==> src/rocs_defs.vh <==
// constants for the rtc oscillator control and status register block
`ifndef ROCS_DEFS_VH
`define ROCS_DEFS_VH

`define ROCS_ADDR_W        4
`define ROCS_OFF_RATE      4'ha
`define ROCS_OFF_CTRL      4'hb
`define ROCS_OFF_EVENT     4'hc
`define ROCS_OFF_INTEG     4'hd
`define ROCS_OFF_IRQ_STAT  4'he
`define ROCS_OFF_IRQ_MASK  4'hf

`define ROCS_OSC_LO        4
`define ROCS_OSC_HI        6
`define ROCS_OSC_RUN       3'h2
`define ROCS_OSC_RUN_WR    3'h3
`define ROCS_OSC_HOLD_HI   2'h3
`define ROCS_UIP_BIT       7

`define ROCS_CTRL_RST_MASK 8'h78
`define ROCS_RATE_RST_MASK 8'h30

`define ROCS_EV_ANY        7
`define ROCS_EV_PER        6
`define ROCS_EV_ALM        5
`define ROCS_EV_UPD        4
`define ROCS_EV_K32        2
`define ROCS_EV_FLAGS      8'h70

`define ROCS_CTRL_PIE      6
`define ROCS_CTRL_AIE      5
`define ROCS_CTRL_UIE      4
`define ROCS_CTRL_UTI      7

`define ROCS_VRT_BIT       7
`define ROCS_DONT_CARE     2'h3

`define ROCS_IRQ_W         4
`define ROCS_IRQ_UPD       0
`define ROCS_IRQ_ALM       1
`define ROCS_IRQ_PER       2
`define ROCS_IRQ_PF        3

`define ROCS_RECOV_NS      1000
`define ROCS_CLK_NS        5

`endif

==> src/rocs_ctrl_regs.v <==
// rtc oscillator control and status registers with avalon-mm slave
// Functional notes
// [RL1] oscillator field 010 runs the oscillator and the divider chain.
// [RL2] field 011 acts as 010 and makes the event-status register writable.
// [RL3] field 11x runs the oscillator and holds the divider off.
// [RL4] every other field value stops the oscillator.
// [RL5] while power fail is shown, clock and storage writes are blocked.
// [RL6] protection lasts a recovery delay after power fail clears.
// [RL7] the four control/status registers are accessible at any time, update or not.
// [RL8] rate register holds rate select 3:0, oscillator control 6:4 and read-only update-in-progress in bit 7.
// [RL9] control register holds eight read/write control bits.
// [RL10] event-status register is read-only with interrupt, periodic, alarm, update and 32 khz bits.
// [RL11] integrity register is read-only with valid backup in bit 7, zeros below.
// [RL12] reset clears oscillator bits 5:4, the four enables and all event bits, others unaffected.
// [RL13] update-ended flag is set at the end of each update cycle.
// [RL14] alarm flag is set in an update cycle when time matches the alarm bytes or they are don't-care.
// [RL15] protected writes are silently dropped.
//
// Chosen here: the Avalon-MM interface to the registers.
`timescale 1ns/100ps
`include "rocs_defs.vh"

module rocs_ctrl_regs #(
	parameter RECOV_CYC = (`ROCS_RECOV_NS + `ROCS_CLK_NS - 1) / `ROCS_CLK_NS
) (
	input  wire                     i_sys_clk,
	input  wire                     i_rst_n,
	input  wire [`ROCS_ADDR_W-1:0]  i_avs_address,
	input  wire                     i_avs_read,
	input  wire                     i_avs_write,
	input  wire [7:0]               i_avs_writedata,
	output reg  [7:0]               o_avs_readdata,
	output wire                     o_avs_waitrequest,
	input  wire                     i_power_fail,
	input  wire                     i_update_in_progress,
	input  wire                     i_update_done,
	input  wire                     i_periodic_tick,
	input  wire [7:0]               i_hours,
	input  wire [7:0]               i_minutes,
	input  wire [7:0]               i_seconds,
	input  wire [7:0]               i_alarm_hours,
	input  wire [7:0]               i_alarm_minutes,
	input  wire [7:0]               i_alarm_seconds,
	input  wire                     i_valid_backup_indication,
	output wire                     o_osc_enable,
	output wire                     o_divider_enable,
	output wire [3:0]               o_rate_select,
	output wire [7:0]               o_ctrl,
	output wire                     o_khz32_output_enable,
	output wire                     o_write_protect,
	output wire                     o_irq
);

	// ****************************************
	// functions
	// ****************************************
	function addr_is;
		input [`ROCS_ADDR_W-1:0] a_v;
		input [`ROCS_ADDR_W-1:0] off_v;
		begin
			addr_is = (a_v == off_v);
		end
	endfunction

	function alarm_hit;
		input [7:0] now_v;
		input [7:0] alm_v;
		begin
			alarm_hit = (alm_v[7:6] == `ROCS_DONT_CARE) || (alm_v == now_v);
		end
	endfunction

	// ****************************************
	// registers
	// ****************************************
	reg  [1:0]            osc_low_reg;
	reg                   osc_top_reg;
	reg  [3:0]            rate_sel_reg;
	reg                   uip_reg;
	reg  [3:0]            ctrl_en_reg;
	reg                   ctrl_uti_reg;
	reg  [2:0]            ctrl_fmt_reg;
	wire [7:0]            rate_val;
	wire [7:0]            ctrl_val;
	wire                  wr_rate;
	wire                  wr_ctrl;
	wire                  wr_event;
	wire                  rd_event;
	wire                  rd_irq;
	wire                  wr_mask;
	reg  [7:0]            event_reg;
	reg  [7:0]            event_next;
	reg  [`ROCS_IRQ_W-1:0] irq_stat_reg;
	reg  [`ROCS_IRQ_W-1:0] irq_stat_next;
	reg  [`ROCS_IRQ_W-1:0] irq_mask_reg;
	reg                   ack_reg;
	reg                   pf_d_reg;
	wire                  wp;
	wire                  req;
	wire                  wr_go;
	wire                  rd_go;
	wire [2:0]            osc;
	wire                  alarm_match;
	wire                  ev_wr_ok;

	rocs_wp_timer #(
		.RECOV_CYC (RECOV_CYC)
	) u_wp (
		.i_sys_clk    (i_sys_clk),
		.i_rst_n      (i_rst_n),
		.i_power_fail (i_power_fail),
		.o_protect    (wp)
	);

	// ****************************************
	// bus handshake
	// ****************************************
	assign req               = i_avs_read | i_avs_write;
	assign o_avs_waitrequest = req & ~ack_reg;
	assign wr_go             = i_avs_write & ack_reg;
	assign rd_go             = i_avs_read & ~ack_reg;

	// ****************************************
	// address decode strobes
	// ****************************************
	assign wr_rate  = wr_go && !wp && addr_is(i_avs_address, `ROCS_OFF_RATE); // RL5
	assign wr_ctrl  = wr_go && !wp && addr_is(i_avs_address, `ROCS_OFF_CTRL); // RL5
	assign wr_event = wr_go && !wp && ev_wr_ok && addr_is(i_avs_address, `ROCS_OFF_EVENT); // RL2
	assign rd_event = rd_go && addr_is(i_avs_address, `ROCS_OFF_EVENT);
	assign rd_irq   = rd_go && addr_is(i_avs_address, `ROCS_OFF_IRQ_STAT);
	assign wr_mask  = wr_go && addr_is(i_avs_address, `ROCS_OFF_IRQ_MASK);

	always @(posedge i_sys_clk or negedge i_rst_n) begin
		if (!i_rst_n) begin
			ack_reg <= 1'b0;
		end else begin
			ack_reg <= req & ~ack_reg; // RL7
		end
	end

	// ****************************************
	// oscillator decode
	// ****************************************
	assign osc              = rate_val[`ROCS_OSC_HI:`ROCS_OSC_LO];
	assign o_divider_enable = (osc == `ROCS_OSC_RUN) || (osc == `ROCS_OSC_RUN_WR); // RL1 RL2
	assign o_osc_enable     = o_divider_enable || (osc[2:1] == `ROCS_OSC_HOLD_HI); // RL3 RL4
	assign ev_wr_ok         = (osc == `ROCS_OSC_RUN_WR); // RL2
	assign o_rate_select    = rate_val[3:0];
	assign o_ctrl           = ctrl_val;
	assign o_khz32_output_enable = event_reg[`ROCS_EV_K32];
	assign o_write_protect  = wp;

	// ****************************************
	// rate and control registers
	// ****************************************
	// reset affects only the listed bits; others keep their contents
	always @(posedge i_sys_clk or negedge i_rst_n) begin
		if (!i_rst_n) begin
			osc_low_reg <= 2'h0; // RL12
		end else if (wr_rate) begin // RL15
			osc_low_reg <= i_avs_writedata[`ROCS_OSC_HI-1:`ROCS_OSC_LO]; // RL8
		end
	end

	always @(posedge i_sys_clk or negedge i_rst_n) begin
		if (!i_rst_n) begin
			ctrl_en_reg <= 4'h0; // RL12
		end else if (wr_ctrl) begin // RL15
			ctrl_en_reg <= i_avs_writedata[6:3]; // RL9
		end
	end

	always @(posedge i_sys_clk) begin
		if (wr_rate) begin // RL15
			osc_top_reg  <= i_avs_writedata[`ROCS_OSC_HI]; // RL8
			rate_sel_reg <= i_avs_writedata[3:0];
		end
	end

	always @(posedge i_sys_clk) begin
		if (wr_ctrl) begin // RL15
			ctrl_uti_reg <= i_avs_writedata[`ROCS_CTRL_UTI]; // RL9
			ctrl_fmt_reg <= i_avs_writedata[2:0];
		end
	end

	always @(posedge i_sys_clk) begin
		uip_reg <= i_update_in_progress & ~ctrl_uti_reg; // RL8
	end

	assign rate_val = {uip_reg, osc_top_reg, osc_low_reg, rate_sel_reg};
	assign ctrl_val = {ctrl_uti_reg, ctrl_en_reg, ctrl_fmt_reg};

	// ****************************************
	// event status
	// ****************************************
	assign alarm_match = alarm_hit(i_hours, i_alarm_hours) &&
		alarm_hit(i_minutes, i_alarm_minutes) &&
		alarm_hit(i_seconds, i_alarm_seconds);

	always @* begin
		event_next = event_reg;
		if (wr_event) begin
			event_next = i_avs_writedata; // RL2
		end else if (rd_event) begin
			event_next = event_reg & ~`ROCS_EV_FLAGS;
		end
		if (i_update_done) begin
			event_next[`ROCS_EV_UPD] = 1'b1; // RL13
			if (alarm_match) begin
				event_next[`ROCS_EV_ALM] = 1'b1; // RL14
			end
		end
		if (i_periodic_tick) begin
			event_next[`ROCS_EV_PER] = 1'b1;
		end
		event_next[`ROCS_EV_ANY] = (event_next[`ROCS_EV_PER] & ctrl_val[`ROCS_CTRL_PIE]) |
			(event_next[`ROCS_EV_ALM] & ctrl_val[`ROCS_CTRL_AIE]) |
			(event_next[`ROCS_EV_UPD] & ctrl_val[`ROCS_CTRL_UIE]); // RL10
		event_next[3] = 1'b0;
		event_next[1:0] = 2'h0;
	end

	always @(posedge i_sys_clk or negedge i_rst_n) begin
		if (!i_rst_n) begin
			event_reg <= 8'h00; // RL12
		end else begin
			event_reg <= event_next;
		end
	end

	// ****************************************
	// interrupt status and mask
	// ****************************************
	always @* begin
		irq_stat_next = irq_stat_reg;
		if (rd_irq) begin
			irq_stat_next = {`ROCS_IRQ_W{1'b0}};
		end
		if (i_update_done) begin
			irq_stat_next[`ROCS_IRQ_UPD] = 1'b1;
		end
		if (i_update_done && alarm_match) begin
			irq_stat_next[`ROCS_IRQ_ALM] = 1'b1;
		end
		if (i_periodic_tick) begin
			irq_stat_next[`ROCS_IRQ_PER] = 1'b1;
		end
		if (i_power_fail && !pf_d_reg) begin
			irq_stat_next[`ROCS_IRQ_PF] = 1'b1;
		end
	end

	always @(posedge i_sys_clk or negedge i_rst_n) begin
		if (!i_rst_n) begin
			irq_stat_reg <= {`ROCS_IRQ_W{1'b0}};
			irq_mask_reg <= {`ROCS_IRQ_W{1'b0}};
			pf_d_reg     <= 1'b0;
		end else begin
			irq_stat_reg <= irq_stat_next;
			pf_d_reg     <= i_power_fail;
			if (wr_mask) begin
				irq_mask_reg <= i_avs_writedata[`ROCS_IRQ_W-1:0];
			end
		end
	end

	assign o_irq = |(irq_stat_reg & irq_mask_reg);

	// ****************************************
	// read data
	// ****************************************
	always @(posedge i_sys_clk or negedge i_rst_n) begin
		if (!i_rst_n) begin
			o_avs_readdata <= 8'h00;
		end else if (rd_go) begin
			case (i_avs_address)
				`ROCS_OFF_RATE: begin
					o_avs_readdata <= rate_val; // RL7 RL8
				end
				`ROCS_OFF_CTRL: begin
					o_avs_readdata <= ctrl_val; // RL9
				end
				`ROCS_OFF_EVENT: begin
					o_avs_readdata <= event_reg; // RL10
				end
				`ROCS_OFF_INTEG: begin
					o_avs_readdata <= {i_valid_backup_indication, 7'h00}; // RL11
				end
				`ROCS_OFF_IRQ_STAT: begin
					o_avs_readdata <= {{(8-`ROCS_IRQ_W){1'b0}}, irq_stat_reg};
				end
				`ROCS_OFF_IRQ_MASK: begin
					o_avs_readdata <= {{(8-`ROCS_IRQ_W){1'b0}}, irq_mask_reg};
				end
				default: begin
					o_avs_readdata <= 8'h00;
				end
			endcase
		end
	end

endmodule

==> src/rocs_wp_timer.v <==
// power-fail write protection with recovery delay
`timescale 1ns/100ps
`include "rocs_defs.vh"

module rocs_wp_timer #(
	parameter RECOV_CYC = (`ROCS_RECOV_NS + `ROCS_CLK_NS - 1) / `ROCS_CLK_NS,
	parameter CNT_W     = 16
) (
	input  wire i_sys_clk,
	input  wire i_rst_n,
	input  wire i_power_fail,
	output wire o_protect
);

	reg [CNT_W-1:0] cnt_reg;
	reg [CNT_W-1:0] cnt_next;

	always @* begin
		cnt_next = cnt_reg;
		if (i_power_fail) begin
			cnt_next = RECOV_CYC[CNT_W-1:0]; // RL5
		end else if (cnt_reg != {CNT_W{1'b0}}) begin
			cnt_next = cnt_reg - {{(CNT_W-1){1'b0}}, 1'b1}; // RL6
		end
	end

	always @(posedge i_sys_clk or negedge i_rst_n) begin
		if (!i_rst_n) begin
			cnt_reg <= {CNT_W{1'b0}};
		end else begin
			cnt_reg <= cnt_next;
		end
	end

	assign o_protect = i_power_fail | (cnt_reg != {CNT_W{1'b0}}); // RL5 RL6

endmodule

==> config.mk <==
export PLATFORM = sky130hd
export DESIGN_NAME = rocs_ctrl_regs
export DESIGN_NICKNAME = d
export VERILOG_FILES = /design/src/rocs_ctrl_regs.v /design/src/rocs_wp_timer.v
export VERILOG_INCLUDE_DIRS = /design/src
export SDC_FILE = /design/constraint.sdc
export NUM_CORES = 1
export LEC_CHECK = 0
export BUFFER_PORTS_ARGS = -buffer_cell sky130_fd_sc_hd__buf_4
export CAP_MARGIN = 40
export CORE_MARGIN = 2
export CORE_UTILIZATION = 35
export DETAILED_ROUTE_END_ITERATION = 6
export PLACE_DENSITY = 0.58
export SYNTH_ARGS = -nofsm -noshare
export SYNTH_HDL_FRONTEND = slang
export SYNTH_SLANG_ARGS = --single-unit
==> constraint.sdc <==
create_clock -name i_sys_clk -period 2.3 [get_ports i_sys_clk]
set_input_delay 0.46 -clock i_sys_clk [delete_from_list [all_inputs] [get_ports i_sys_clk]]
set_output_delay 0.46 -clock i_sys_clk [all_outputs]
set_load 0.005 [all_outputs]
==> key figures <==
Min path
  • Worst hold path class: in -> async

Worst setup path
  • Critical R2R Launch: u_wp.cnt_reg[12]
  • CP Capture Type: output pin
  • CP required: 1.84 ns
  • Setup crit start kind: flip-flop
  • Kind of critical path: reg -> out
  • R2r endpoint: osc_low_reg[1]
  • Worst Reg2Reg Path Length in Cells: 5
  • Worst R2R Setup Slack: 0.15 ns
  • Crit path max fanout: 5
  • WP data arrival: 1.76 ns

Detailed routing
  • First-pass DRT Iterations: 4
  • DRC: 0
  • Number of nets with antenna violations after routing: 0
  • Via/cell ratio: 5.03
  • Via Count: around 2300
  • Avg WL per Cell: around 15 um
  • Total Wirelength: approximately 7000 um
  • Initial DRC count: 120

CTS
  • CTS tree: built
  • CTS root buf: clkbuf_8
  • Clock slew at reported path FFs: 0.10 ns
  • CTS Buf Count: 5
  • CTS Buffer Depth: 2
  • Clk sinks: between 50 and 60
  • H-tree Lvls: 2
  • Skew-Pair Late Insertion Delay: roughly 0.32 ns

GRT
  • Largest net degree at the start of global routing: 46
  • Vias in the first global route: 2381
  • GRT Resource Usage Total: 0.172
  • First-pass GRT wire length: 11800 um
  • Initial antenna violation count: 0
  • GRT overflow: 0

Synth
  • Synth Register Bits: 55
  • Synthesized area: 2860 um2
  • Gate count after technology mapping: between 200 and 300
  • Ys async rst share: 0.818
  • Sequential fraction of the synthesis area: 0.496
  • Post-synthesis area per instance: 11.0 um2
  • Mapped Nets: 331
  • Count of different cell masters after synthesis: 42
  • Main synth FF type: dfrtp_1
  • Post-synth EDFFs: 9
  • Ys Warns: 0

STA
  • Slew margin rel.: 0.613
  • Max Slew Vio Count: 0
  • Min Tclk post-route: 2.22 ns
  • Slew @ Worst Pin: 0.581 ns
  • Number of setup violations in the final report: 0
  • Part of the cycle the worst path needs: 0.964
  • Max Fclk: ~0.45 GHz
  • Fin. Hold Viols: 0
  • Setup Skew: 0.0110 ns
  • Setup tns final: 0 ns

Placed design
  • Dpl hpwl: 5600 um
  • PortBufs: 94
  • Placed insts: 451
  • Routability cong.: between 0.8 and 0.9

Layout
  • Commonest non-fill, non-tap cells in the layout: buf_4 (103), dfrtp_1 (45), xnor2_1 (35)
  • Area of the multi-input gates: ~1400 um2
  • Area Overhead vs Synth: 36.0%
  • # fillers: 732
  • FF+latch area: 1420 um2
  • Non-Filler Instances: around 460
  • Most common cell after layout, fill and taps aside: buf_4
  • Number of diodes: 0
  • Share of layout cells above drive strength 1: 0.378
  • Fin nets: 432
  • Max FFs per register: 16

Floorplanning
  • Die ar.: approximately 9000 um2
  • Die width: 94.4 um
  • Initial Util: 0.366
  • # rows: 32
  • Die height: 94.4 um
  • Core area: around 8000 um2
  • I/O Pins: 95

Outcome
  • Status: finished clean

Flow run
  • Max_cap viols: 0

Pwr
  • Power Density: approximately 550 nW/um2
  • Leak: 0.00167 uW
  • Maximum vdd drop: 220 uV
## area by class of cell
cell class / count / share of cell area
Inverter: 3 / 0.00290
Tap cell: 102 / 0.0328
Clock buffer: 5 / 0.0177
Timing Repair Buffer: 104 / 0.202
Clock inverter: 3 / 0.0109
Multi-Input combinational cell: 192 / 0.369
Sequential cell: 55 / 0.364
## worst max path at each step
stage,endpoint,startpoint,cells after the start,slack [ns]
after detailed placement,event_reg[7],i_avs_address[1],7,0.09
after floorplan,o_rate_select[0],u_wp.cnt_reg[0],6,0.06
after global routing,o_write_protect,u_wp.cnt_reg[12],5,-0.009
after CTS,o_write_protect,u_wp.cnt_reg[0],7,0.04
after global placement,event_reg[7],i_avs_address[1],7,0.09
final,o_write_protect,u_wp.cnt_reg[3],5,0.08
## timing repair
item	in CTS	in global routing
endpoints found under the setup margin	1	7
pin swaps	1	1
hold buffers	0	0
buffers inserted	1	4
gates cloned	0	0
gates resized for setup	1	8
## synth_stat cells (2+ instances only)
| library cell | instances | area, um2 |
|---|---|---|
| o21ai_0 | 10 | 50.1 |
| nand4_1 | 9 | 56.3 |
| xnor2_1 | 35 | 307 |
| mux2i_1 | 4 | 40.0 |
| mux2_2 | 11 | 124 |
| or3_1 | 6 | 37.5 |
| nor2b_1 | 4 | 25.0 |
| ha_1 | 2 | 25.0 |
| nor3_1 | 6 | 30.0 |
| xor2_1 | 2 | 17.5 |
| nor4_1 | 5 | 31.3 |
| a22o_1 | 10 | 87.6 |
| edfxtp_1 | 9 | 270 |
| a21oi_1 | 4 | 20.0 |
| a21o_1 | 3 | 22.5 |
| nor3b_1 | 2 | 15.0 |
| nand3_1 | 4 | 20.0 |
| nand2b_1 | 4 | 25.0 |
| inv_1 | 3 | 11.3 |
| mux4_2 | 3 | 67.6 |
| a22oi_1 | 6 | 45.0 |
| dfrtp_1 | 45 | 1130 |
| nand2_1 | 22 | 82.6 |
| and2_1 | 2 | 12.5 |
| nor4_2 | 3 | 37.5 |
| nor4_4 | 2 | 42.5 |
| nor2_1 | 23 | 86.3 |
| clkbuf_1 | 7 | 26.3 |
## power breakdown
| group | internal, uW | total, uW | switching (uW) |
|---|---|---|---|
| Clock | 325 | 649 | 324 |
| Combinational | 218 | 388 | 169 |
| Sequential | 1040 | 1090 | 49.1 |
## metrics by stage
step	worst slack, ns	util	hold slack (ns)	area [um2]	power (uW)
floorplan	0.0598	-	0.164	2860	1290
global placement	0.0921	0.473	0.406	3690	1480
detailed placement	0.0867	0.473	0.411	3690	1480
CTS	0.0415	0.489	0.158	3820	2140
global route	-0.00884	0.498	0.184	3890	2240
finish	0.0833	0.498	0.136	3890	2120
## critical path: stages, from the launching register on
cell      delay (ns)
dfrtp_1         0.46
nor4_4          0.36
nand4_1         0.19
buf_6           0.17
nand2b_1        0.13
buf_4           0.13
## cells by family (layout without fill, tap and decap cells)
family,count (synthesis),after routing,synth area share
and+or+nand+nor,98,98,0.193
DFF,55,55,0.496
AOI/OAI and AO/OA,37,37,0.0893
xor gates and xnor gates,37,37,0.113
muxes,18,18,0.0810
buffers and inverters,13,115,0.0188
adders and majority gates,2,2,0.00876
## routing by layer
metal,vias to the layer above,part of all wire,track usage
li1,1134,-,-
met1,1098,0.47,0.239
met2,95,0.45,0.267
met3,5,0.066,0.0423
met4,0,0.012,0.0507
met5,-,0,0
(Power assumes the default switching activity.)
